### src/include/spsyn_defs.svh
// Constants for the serially programmed synthesiser core
`ifndef SPSYN_DEFS_SVH
`define SPSYN_DEFS_SVH
`define SPSYN_REF_W 11
`define SPSYN_MAIN_W 10
`define SPSYN_SWAL_W 7
`define SPSYN_BAND_W 2
`define SPSYN_FULL_BITS 30
`define SPSYN_SHORT_BITS 19
`define SPSYN_CNT_W 5
`define SPSYN_REF_RST 11'h0190
`define SPSYN_MAIN_RST 10'h0157
`define SPSYN_SWAL_RST 7'h30
`define SPSYN_WIN_W 4
`define SPSYN_WIN_RST 4'h2
`endif

### src/include/spsyn_pkg.sv
// Types for the serially programmed synthesiser core
package spsyn_pkg;
  // Serial port pins grouped
  typedef struct packed {
    logic clk;
    logic data;
    logic enable;
  } spsyn_serial_s;
  // Phase detector state
  typedef enum logic [1:0] {
    SPSYN_PD_IDLE = 2'b00,
    SPSYN_PD_UP = 2'b01,
    SPSYN_PD_DOWN = 2'b10
  } spsyn_pd_e;
endpackage

### src/core/spsyn_core.sv
// Digital core of a serially programmed PLL synthesiser
// Summary of operation
// - Eleven-bit reference divider derives the comparison frequency from oscillator clock.
// - Ten-bit main counter and seven-bit swallow counter form loop ratio.
// - Two band outputs held in latches, updated from serial band data.
// - A thirty-bit load programs reference, main, swallow and band settings.
// - A nineteen-bit load updates swallow, main and band, keeping reference.
// - Counter outputs and modulus control change on the rising clock edge.
// - Modulus control output steers an external two-modulus prescaler.
// - Coarse output pulses up when VCO leads, down when reference leads, outside fine window; else off.
// - Open-drain lock output pulled low while phase error is inside window.
// - Divided VCO signal also presented on an open-drain output.
`timescale 1ns/1ps
`include "spsyn_defs.svh"
module spsyn_core
  import spsyn_pkg::*;
#(
  parameter int REF_W = `SPSYN_REF_W,
  parameter int MAIN_W = `SPSYN_MAIN_W,
  parameter int SWAL_W = `SPSYN_SWAL_W,
  parameter int WIN_W = `SPSYN_WIN_W
) (
  // Clock and reset
  input wire logic clock_i,
  input wire logic rst_n_i,
  // Serial programming pins
  input wire spsyn_serial_s serial_i,
  // Prescaled VCO pin, sampled
  input wire logic prescaled_vco_input_i,
  // Fine window width in oscillator cycles
  input wire logic [WIN_W-1:0] lock_window_i,
  // Prescaler and band outputs
  output logic modulus_control_o,
  output logic [`SPSYN_BAND_W-1:0] band_o,
  // Reference divided output (observable)
  output logic divided_reference_o,
  // Open-drain divided VCO: out and enable_n
  output logic divided_vco_out_o,
  output logic divided_vco_out_oe_n_o,
  // Open-drain lock indication
  output logic lock_indicate_o,
  output logic lock_indicate_oe_n_o,
  // Three-state coarse phase error
  output logic coarse_phase_error_out_o,
  output logic coarse_phase_error_out_oe_n_o
);
  localparam int SR_W = `SPSYN_FULL_BITS;

  // Synchronisers for pins
  logic [1:0] sclk_sync_reg, sdat_sync_reg, sen_sync_reg, fin_sync_reg;
  always_ff @(posedge clock_i) begin
    if (!rst_n_i) begin
      sclk_sync_reg <= 2'b11;
      sdat_sync_reg <= 2'b00;
      sen_sync_reg <= 2'b00;
      fin_sync_reg <= 2'b00;
    end else begin
      sclk_sync_reg <= {sclk_sync_reg[0], serial_i.clk};
      sdat_sync_reg <= {sdat_sync_reg[0], serial_i.data};
      sen_sync_reg <= {sen_sync_reg[0], serial_i.enable};
      fin_sync_reg <= {fin_sync_reg[0], prescaled_vco_input_i};
    end
  end

  // Edge detection on synchronised levels
  logic sclk_d_reg, sen_d_reg, fin_d_reg;
  always_ff @(posedge clock_i) begin
    if (!rst_n_i) begin
      sclk_d_reg <= 1'b1;
      sen_d_reg <= 1'b0;
      fin_d_reg <= 1'b0;
    end else begin
      sclk_d_reg <= sclk_sync_reg[1];
      sen_d_reg <= sen_sync_reg[1];
      fin_d_reg <= fin_sync_reg[1];
    end
  end
  logic sclk_fall, sen_fall, fin_rise;
  assign sclk_fall = sclk_d_reg & ~sclk_sync_reg[1];
  assign sen_fall = sen_d_reg & ~sen_sync_reg[1];
  assign fin_rise = fin_sync_reg[1] & ~fin_d_reg;

  // Serial shift register and bit count while enabled
  logic [SR_W-1:0] shift_reg;
  logic [`SPSYN_CNT_W-1:0] bits_reg;
  always_ff @(posedge clock_i) begin
    if (!rst_n_i) begin
      shift_reg <= '0;
      bits_reg <= '0;
    end else if (sen_fall) begin
      bits_reg <= '0;
    end else if (sen_sync_reg[1] && sclk_fall) begin
      shift_reg <= {shift_reg[SR_W-2:0], sdat_sync_reg[1]};
      if (bits_reg != 5'h1f) begin
        bits_reg <= bits_reg + 5'h01;
      end
    end
  end

  // Latch transfer on enable fall; short load keeps the reference
  logic [REF_W-1:0] ref_lat_reg;
  logic [MAIN_W-1:0] main_lat_reg;
  logic [SWAL_W-1:0] swal_lat_reg;
  logic [`SPSYN_BAND_W-1:0] band_reg;
  always_ff @(posedge clock_i) begin
    if (!rst_n_i) begin
      ref_lat_reg <= `SPSYN_REF_RST;
      main_lat_reg <= `SPSYN_MAIN_RST;
      swal_lat_reg <= `SPSYN_SWAL_RST;
      band_reg <= '0;
    end else if (sen_fall) begin
      if (bits_reg >= 5'(`SPSYN_FULL_BITS)) begin
        // Order on the wire: swallow, main, band, reference
        swal_lat_reg <= shift_reg[29:23];
        main_lat_reg <= shift_reg[22:13];
        band_reg <= shift_reg[12:11];
        ref_lat_reg <= shift_reg[10:0];
      end else if (bits_reg >= 5'(`SPSYN_SHORT_BITS)) begin
        swal_lat_reg <= shift_reg[18:12];
        main_lat_reg <= shift_reg[11:2];
        band_reg <= shift_reg[1:0];
      end
    end
  end

  // Swallow value that an enable fall is about to latch
  logic [SWAL_W-1:0] swal_load;
  always_comb begin
    swal_load = swal_lat_reg;
    if (bits_reg >= 5'(`SPSYN_FULL_BITS)) begin
      swal_load = shift_reg[29:23];
    end else if (bits_reg >= 5'(`SPSYN_SHORT_BITS)) begin
      swal_load = shift_reg[18:12];
    end
  end

  // Reference divider: toggles every ref_lat_reg oscillator cycles
  logic [REF_W-1:0] ref_cnt_reg;
  logic fr_reg, fr_d_reg;
  always_ff @(posedge clock_i) begin
    if (!rst_n_i) begin
      ref_cnt_reg <= '0;
      fr_reg <= 1'b0;
    end else if (sen_fall) begin
      ref_cnt_reg <= '0; // Resynchronise both detector inputs
      fr_reg <= 1'b0;
    end else if (ref_cnt_reg + 11'h001 >= ref_lat_reg) begin
      ref_cnt_reg <= '0;
      fr_reg <= ~fr_reg;
    end else begin
      ref_cnt_reg <= ref_cnt_reg + 11'h001;
    end
  end

  // Swallow and main counters clocked by prescaler output edges
  logic [MAIN_W-1:0] main_cnt_reg;
  logic [SWAL_W-1:0] swal_cnt_reg;
  logic mc_reg, fv_pulse_reg;
  always_ff @(posedge clock_i) begin
    if (!rst_n_i) begin
      main_cnt_reg <= '0;
      swal_cnt_reg <= '0;
      mc_reg <= 1'b0;
      fv_pulse_reg <= 1'b0;
    end else if (sen_fall) begin
      main_cnt_reg <= '0;
      swal_cnt_reg <= '0;
      mc_reg <= (swal_load == '0); // first cycle uses the new swallow value
      fv_pulse_reg <= 1'b0;
    end else if (fin_rise) begin
      if (main_cnt_reg + 10'h001 >= main_lat_reg) begin
        main_cnt_reg <= '0;
        swal_cnt_reg <= '0;
        mc_reg <= (swal_lat_reg == '0);
        fv_pulse_reg <= 1'b1;
      end else begin
        main_cnt_reg <= main_cnt_reg + 10'h001;
        fv_pulse_reg <= 1'b0;
        if (!mc_reg) begin
          swal_cnt_reg <= swal_cnt_reg + 7'h01;
          if (swal_cnt_reg + 7'h01 >= swal_lat_reg) begin
            mc_reg <= 1'b1;
          end
        end
      end
    end else begin
      fv_pulse_reg <= 1'b0;
    end
  end

  // Phase/frequency detector on rising edges of both divided signals
  logic fr_rise;
  assign fr_rise = fr_reg & ~fr_d_reg;
  spsyn_pd_e pd_reg;
  logic [WIN_W-1:0] err_cnt_reg;
  always_ff @(posedge clock_i) begin
    if (!rst_n_i) begin
      fr_d_reg <= 1'b0;
      pd_reg <= SPSYN_PD_IDLE;
      err_cnt_reg <= '0;
    end else if (sen_fall) begin
      fr_d_reg <= fr_reg;
      pd_reg <= SPSYN_PD_IDLE; // Detector restarts with both dividers
      err_cnt_reg <= '0;
    end else begin
      fr_d_reg <= fr_reg;
      case (pd_reg)
        SPSYN_PD_IDLE: begin
          err_cnt_reg <= '0;
          if (fv_pulse_reg && !fr_rise) begin
            pd_reg <= SPSYN_PD_UP;
          end else if (fr_rise && !fv_pulse_reg) begin
            pd_reg <= SPSYN_PD_DOWN;
          end
        end
        SPSYN_PD_UP: begin
          if (fr_rise) begin
            pd_reg <= SPSYN_PD_IDLE;
          end else if (err_cnt_reg != '1) begin
            err_cnt_reg <= err_cnt_reg + 1'b1;
          end
        end
        SPSYN_PD_DOWN: begin
          if (fv_pulse_reg) begin
            pd_reg <= SPSYN_PD_IDLE;
          end else if (err_cnt_reg != '1) begin
            err_cnt_reg <= err_cnt_reg + 1'b1;
          end
        end
        default: pd_reg <= SPSYN_PD_IDLE;
      endcase
    end
  end

  // Output registers: coarse drive only outside fine window
  logic in_window;
  assign in_window = (err_cnt_reg < lock_window_i);
  always_ff @(posedge clock_i) begin
    if (!rst_n_i) begin
      modulus_control_o <= 1'b0;
      band_o <= '0;
      divided_reference_o <= 1'b0;
      divided_vco_out_o <= 1'b0;
      divided_vco_out_oe_n_o <= 1'b1;
      lock_indicate_o <= 1'b0;
      lock_indicate_oe_n_o <= 1'b1;
      coarse_phase_error_out_o <= 1'b0;
      coarse_phase_error_out_oe_n_o <= 1'b1;
    end else begin
      modulus_control_o <= mc_reg;
      band_o <= band_reg;
      divided_reference_o <= fr_reg;
      divided_vco_out_o <= 1'b0;
      divided_vco_out_oe_n_o <= ~fv_pulse_reg;
      lock_indicate_o <= 1'b0;
      lock_indicate_oe_n_o <= ~in_window;
      coarse_phase_error_out_o <= (pd_reg == SPSYN_PD_UP);
      coarse_phase_error_out_oe_n_o <= (pd_reg == SPSYN_PD_IDLE) || in_window;
    end
  end
endmodule

### config.mk
export PLATFORM = sky130hd
export DESIGN_NAME = spsyn_core
export DESIGN_NICKNAME = d
export VERILOG_FILES = /design/src/include/spsyn_pkg.sv /design/src/core/spsyn_core.sv
export VERILOG_INCLUDE_DIRS = /design/src /design/src/include
export SDC_FILE = /design/constraint.sdc
export NUM_CORES = 1
export LEC_CHECK = 0
export BUFFER_PORTS_ARGS = -buffer_cell sky130_fd_sc_hd__buf_2
export CORE_MARGIN = 3
export CORE_UTILIZATION = 56
export DETAILED_ROUTE_END_ITERATION = 10
export GPL_TIMING_DRIVEN = 0
export PLACE_DENSITY = 0.77
export SYNTH_ARGS = -nofsm -noshare
export SYNTH_HDL_FRONTEND = slang
export SYNTH_SLANG_ARGS = --single-unit
export TNS_END_PERCENT = 100
### constraint.sdc
create_clock -name clock_i -period 2.6 [get_ports clock_i]
set_clock_uncertainty 0.1 [all_clocks]
set_input_delay 0.39 -clock clock_i [delete_from_list [all_inputs] [get_ports clock_i]]
set_output_delay 0.39 -clock clock_i [all_outputs]
set_load 0.01 [all_outputs]
==> Word-level counts from Yosys, hierarchy flattened <==
Index checks and enable logic that the tools add are counted.
{ "totals": {"reg_bits": 121, "inputBits": 10, "output_inout_bits": 10} }
{ "classes": {"addsub": 5, "n_lt_le_gt_ge": 6, "n_eq_ne": 10, "n_mux": 24, "n_bitwise": 14, "reduce_logical": 22} }
{ "ops": {"columns": ["cell", "n"], "rows": [
  ["$mux W10", 3],
  ["$mux W7", 4],
  ["$logic_not A7 Y1", 2],
  ["$mux W2", 6],
  ["$mux W4", 3],
  ["$pmux W4 S3", 1],
  ["$add A11 B1 Y11 const B", 1],
  ["$ge A11 B11 Y1", 1],
  ["$add A10 B1 Y10 const B", 1],
  ["$ge A10 B10 Y1", 1],
  ["$ge A5 B5 Y1 const B", 2],
  ["$not A1 Y1", 10],
  ["$reduce_and A2 Y1", 5],
  ["$ne A2 B2 Y1 const B", 4],
  ["$add A7 B1 Y7 const B", 1],
  ["$ge A7 B7 Y1", 1],
  ["$mux W1", 6],
  ["$pmux W2 S3", 1],
  ["$reduce_and A3 Y1", 2],
  ["$reduce_or A3 Y1", 2],
  ["$add A5 B1 Y5 const B", 1],
  ["$ne A5 B5 Y1 const B", 1],
  ["$add A4 B1 Y4 const B", 1],
  ["$and A1 B1 Y1", 4],
  ["other kinds (13)", 17]
]} }

==> Logic depth before layout (Yosys ltp) <==
{ "logic_depth": {"word_depth": 7, "depth_mapped": 13, "mapped_depth_nobuf": 12} }

==> Least setup slack after synthesis <==
OpenSTA, ideal clock, no wires.
{ "synth_timing": {"path_kind": "reg-to-reg", "from": "register ref_cnt_reg[0]", "to": "register ref_cnt_reg[8]", "setup_ns": 0.060, "arrival_time_ns": 2.600, "path_slack_ns": -0.160, "stages_incl_launch_ff": 11, "cell_sequence": "dfxtp_1 -> ha_1 -> nand2_1 -> or4_1 -> xnor2_1 -> ha_1 -> and4_1 -> a221o_1 -> a31oi_1 -> clkbuf_2 -> and3_1"} }
{ "synth_between": {"elab_chain_cells": 3} }
{ "synth_lines": {"columns": ["element", "line", "source"], "rows": [
  ["start: declaration", "spsyn_core.sv:138", "logic [REF_W-1:0] ref_cnt_reg;"],
  ["start signal: assignment", "spsyn_core.sv:151", "ref_cnt_reg <= ref_cnt_reg + 11'h001;"],
  ["$add A11 B1 Y11 *", "spsyn_core.sv:147, spsyn_core.sv:151", null],
  ["$ge A11 B11 Y1", "spsyn_core.sv:147", "end else if (ref_cnt_reg + 11'h001 >= ref_lat_reg) begin"],
  ["$reduce_or A3 Y1 (no line)", null, null]
]} }
Every way passes the cells marked *; elsewhere a longest branch is shown, timed or not.
A chain may end at the register's enable or synchronous reset.

==> Worst setup path in the final report <==
{ "layout_timing": {"from": "register ref_cnt_reg[0]", "to": "register ref_cnt_reg[2]"} }
Same word-level chain as after synthesis.

==> results.rst <==
.. list-table::
   :header-rows: 1

   * - Metric
     - Value
   * - Inserted Clock Buffers
     - 17
   * - Final max-slew violation count
     - 0
   * - Violated checks
     - negative setup slack
   * - Largest net degree at the start of global routing
     - 17
   * - Effective utilization at floorplan
     - 58.5%
   * - # clock sinks
     - 121
   * - Post-Layout Inst Area
     - a little over 7000 µm²
   * - DP HPWL
     - 9630 µm
   * - Worst setup margin
     - -0.117 ns
   * - Wire length of the first global-routing pass
     - 24200 µm
   * - Overflow left after global routing
     - 0
   * - Final wirelength
     - about 15000 µm
   * - Post-synth design cell area
     - 5830 µm²
   * - Clk pin slew, worst setup/hold paths
     - roughly 0.060 ns
   * - TritonCTS clock tree
     - built
   * - Category of the worst setup path capture point
     - flip-flop
   * - Number of instances in the placed design
     - 846
   * - Clock tree buffer depth
     - 2
   * - First-pass DRT Iterations
     - 5
   * - Synthesized area per cell
     - ~8.4 µm²
   * - Area delta synth->final
     - 22.9%
   * - Antenna violations before repair
     - 1
   * - Die Footprint
     - 11700 µm²
   * - Global-route total usage across every layer
     - about a quarter
   * - Antenna diode count
     - 0
   * - Worst slew margin
     - between 50 and 60%
   * - Htree depth
     - 4
   * - Flip-flop count of the largest register, all copies and words added
     - 30
   * - Clock root buffer master
     - sky130_fd_sc_hd__clkbuf_8
   * - Placed instance area
     - a little over 6000 µm²
   * - Crit Path Class
     - reg2reg
   * - Ports
     - 20
   * - Synth warnings
     - 0
   * - Fraction of registers with async set/reset
     - 0%
   * - DRC
     - 0
   * - Via count of the first global-routing pass
     - approximately 5.1k
   * - Max-cap check violation count
     - 0
   * - Setup WS pre-CTS
     - -0.441 ns
   * - RePlAce Congestion
     - between 0.8 and 0.9
   * - Arrival time of data at the critical path endpoint
     - 3.07 ns
   * - Setup repair after global routing missed its margin
     - yes
   * - Sequential cell area fraction in the yosys report
     - 41.6%
   * - Net count reported at finish
     - 809
   * - Count of routing violations after the opening detailed-route iteration
     - between 300 and 400
   * - Post-synthesis cell count
     - approximately 700
   * - Pin slew with the least headroom to its limit
     - between 0.7 and 0.8 ns
   * - Post-layout utilization of the core
     - 72.0%
   * - Antenna Nets Post-Route
     - 0
   * - Req. time, crit path
     - approximately 3.0 ns
   * - CP Max Fanout
     - 5
   * - Finished Layout Cells
     - ~900
   * - Distinct cell type count of the synthesized netlist
     - 50
   * - Final-report hold violation count
     - 0
   * - Source-to-sink clock delay at the later pin of the worst-skew pair
     - about 0.53 ns
   * - Fmax
     - about 370 MHz
   * - Class of the worst hold path
     - in2reg
   * - Final Cycle Share
     - 104%
   * - Leakage power summed over all cells
     - just over 0.003 µW
   * - Power density over cell area
     - between 500 and 600 nW/µm²
   * - Number of synthesized flops with an enable pin
     - 0
   * - Top FF cell, synth
     - sky130_fd_sc_hd__dfxtp_1
   * - Pwr Total
     - between 4000 and 5000 µW
   * - Port bufs
     - 16
   * - # fillers
     - approximately 730
   * - Rows
     - 36
   * - Setup violation total in the final timing report
     - 29
   * - Die span in y
     - between 100 and 150 µm
   * - Fraction of layout instances using a drive strength above 1
     - between 10% and 20%
   * - Status
     - finished with violations
   * - Vias per std cell
     - around 5.8
   * - Time the final worst path needs with I/O delays and setup
     - 2.72 ns
   * - Number of storage elements in the synthesis netlist
     - roughly 120
   * - Core region area
     - 9950 µm²
   * - VDD IR max
     - between 0.3 and 0.4 mV
   * - Routed via count
     - 5187
   * - Startpoint type of the worst setup path
     - flip-flop
   * - X dimension of the die
     - between 100 and 150 µm
   * - Wire length per cell after detailed routing
     - ~16 µm
## critical path: stages, from the launching register on
cell	delay [ns]
sky130_fd_sc_hd__dfxtp_4	0.36
sky130_fd_sc_hd__ha_4	0.14
sky130_fd_sc_hd__nand2_4	0.06
sky130_fd_sc_hd__or4_4	0.46
sky130_fd_sc_hd__xnor2_4	0.20
sky130_fd_sc_hd__ha_4	0.24
sky130_fd_sc_hd__and4_4	0.15
sky130_fd_sc_hd__a221o_1	0.35
sky130_fd_sc_hd__a31oi_4	0.25
sky130_fd_sc_hd__buf_8	0.16
sky130_fd_sc_hd__and3_1	0.17
## path summary, 6_finish.rpt
check                           slack [ns]                               to                        start  cells after the start
worst max-delay path                 -0.12        ref_cnt_reg[2]$_SDFF_PP0_    ref_cnt_reg[0]$_SDFF_PP0_                     10
worst min-delay path                  0.20  lock_indicate_oe_n_o$_SDFF_PN1_             lock_window_i[3]                      5
worst max register to register       -0.12        ref_cnt_reg[2]$_SDFF_PP0_    ref_cnt_reg[0]$_SDFF_PP0_                     10
worst min register to register        0.31      sclk_sync_reg[1]$_SDFF_PN1_  sclk_sync_reg[0]$_SDFF_PN1_                      1
## where the power goes
group / internal [µW] / switching (µW)
combinational: 61.0 / 86.0
clock: 1280 / 902
sequential: 1870 / 11.8
total: 3210 / 999
## routing by layer
metal	track usage, %	routed length [µm]
met1	33.0	6280
met3	6.03	924
met5	0	0
met4	9.92	243
met2	44.1	7110
## logic make-up (layout without fill, tap and decap cells)
family | after synthesis | in the layout | synth area share (%)
and+or+nand+nor | 284 | 284 | 22.2
other | 1 | 2 | 0.0643
xor gates and xnor gates | 26 | 26 | 3.91
AOI/OAI and AO/OA | 143 | 143 | 17.2
buffers and inverters | 76 | 148 | 5.43
muxes | 2 | 2 | 0.429
DFF | 121 | 121 | 41.6
adders and majority gates | 43 | 43 | 9.23
## cells in the mapped netlist, types with 11 or more instances
master / number / area, µm²
sky130_fd_sc_hd__a21boi_0: 38 / 285
sky130_fd_sc_hd__a21oi_1: 29 / 145
sky130_fd_sc_hd__and2_1: 16 / 100
sky130_fd_sc_hd__and3_1: 15 / 93.8
sky130_fd_sc_hd__clkbuf_1: 25 / 93.8
sky130_fd_sc_hd__dfxtp_1: 121 / 2420
sky130_fd_sc_hd__ha_1: 43 / 538
sky130_fd_sc_hd__inv_1: 39 / 146
sky130_fd_sc_hd__nand2_1: 136 / 510
sky130_fd_sc_hd__nand3_1: 28 / 140
sky130_fd_sc_hd__nor2_1: 44 / 165
sky130_fd_sc_hd__o21ai_0: 12 / 60.1
sky130_fd_sc_hd__o22ai_1: 11 / 68.8
sky130_fd_sc_hd__xnor2_1: 14 / 123
sky130_fd_sc_hd__xor2_1: 12 / 105
## repair_timing
item                       CTS  global route
buffers inserted            15             3
hold endpoints to repair     4             0
hold buffers                 4             0
cloned                       2             0
pin swaps                   25            18
setup endpoints to repair   31            31
gates resized for setup     52            18
## placed cells by master, fill, tap and decap left out, types with 7 or more instances in the layout
cell type                     n
sky130_fd_sc_hd__nor2_1      42
sky130_fd_sc_hd__clkbuf_1    25
sky130_fd_sc_hd__nand3_1     23
sky130_fd_sc_hd__and2_1      16
sky130_fd_sc_hd__xnor2_1     11
sky130_fd_sc_hd__a21oi_1     22
sky130_fd_sc_hd__buf_4       19
sky130_fd_sc_hd__nand2_1    131
sky130_fd_sc_hd__xor2_1      12
sky130_fd_sc_hd__a21o_1      10
sky130_fd_sc_hd__and3_1      11
sky130_fd_sc_hd__nand2b_1    10
sky130_fd_sc_hd__buf_6        7
sky130_fd_sc_hd__a21boi_0    38
sky130_fd_sc_hd__ha_1        40
sky130_fd_sc_hd__dfxtp_2      9
sky130_fd_sc_hd__inv_1       39
sky130_fd_sc_hd__dfxtp_1    107
sky130_fd_sc_hd__nor3_1      10
sky130_fd_sc_hd__o21ai_0     12
sky130_fd_sc_hd__buf_2       20
sky130_fd_sc_hd__o22ai_1      8
sky130_fd_sc_hd__clkbuf_16   16
## final cells by class
| cell class | count | area [µm²] | share of cell area, % |
|---|---|---|---|
| sequential | 121 | 2450 | 34.2 |
| clock buffer | 17 | 414 | 5.78 |
| multi-input combinational | 500 | 3370 | 47.0 |
| timing repair buffer | 40 | 282 | 3.93 |
| clock inverter | 15 | 144 | 2.01 |
| inverter | 39 | 146 | 2.04 |
| buffer | 37 | 193 | 2.69 |
| tap | 133 | 166 | 2.32 |
## through the flow
stage | TNS (ns) | hold slack, ns
floorplan | 0 | 0.286
global placement | -6.01 | 0.294
detailed placement | -9.87 | 0.300
CTS | -0.811 | 0.187
global route | -5.19 | 0.208
finish | -1.74 | 0.204
Note: power is estimated with default switching activity, not from simulation.
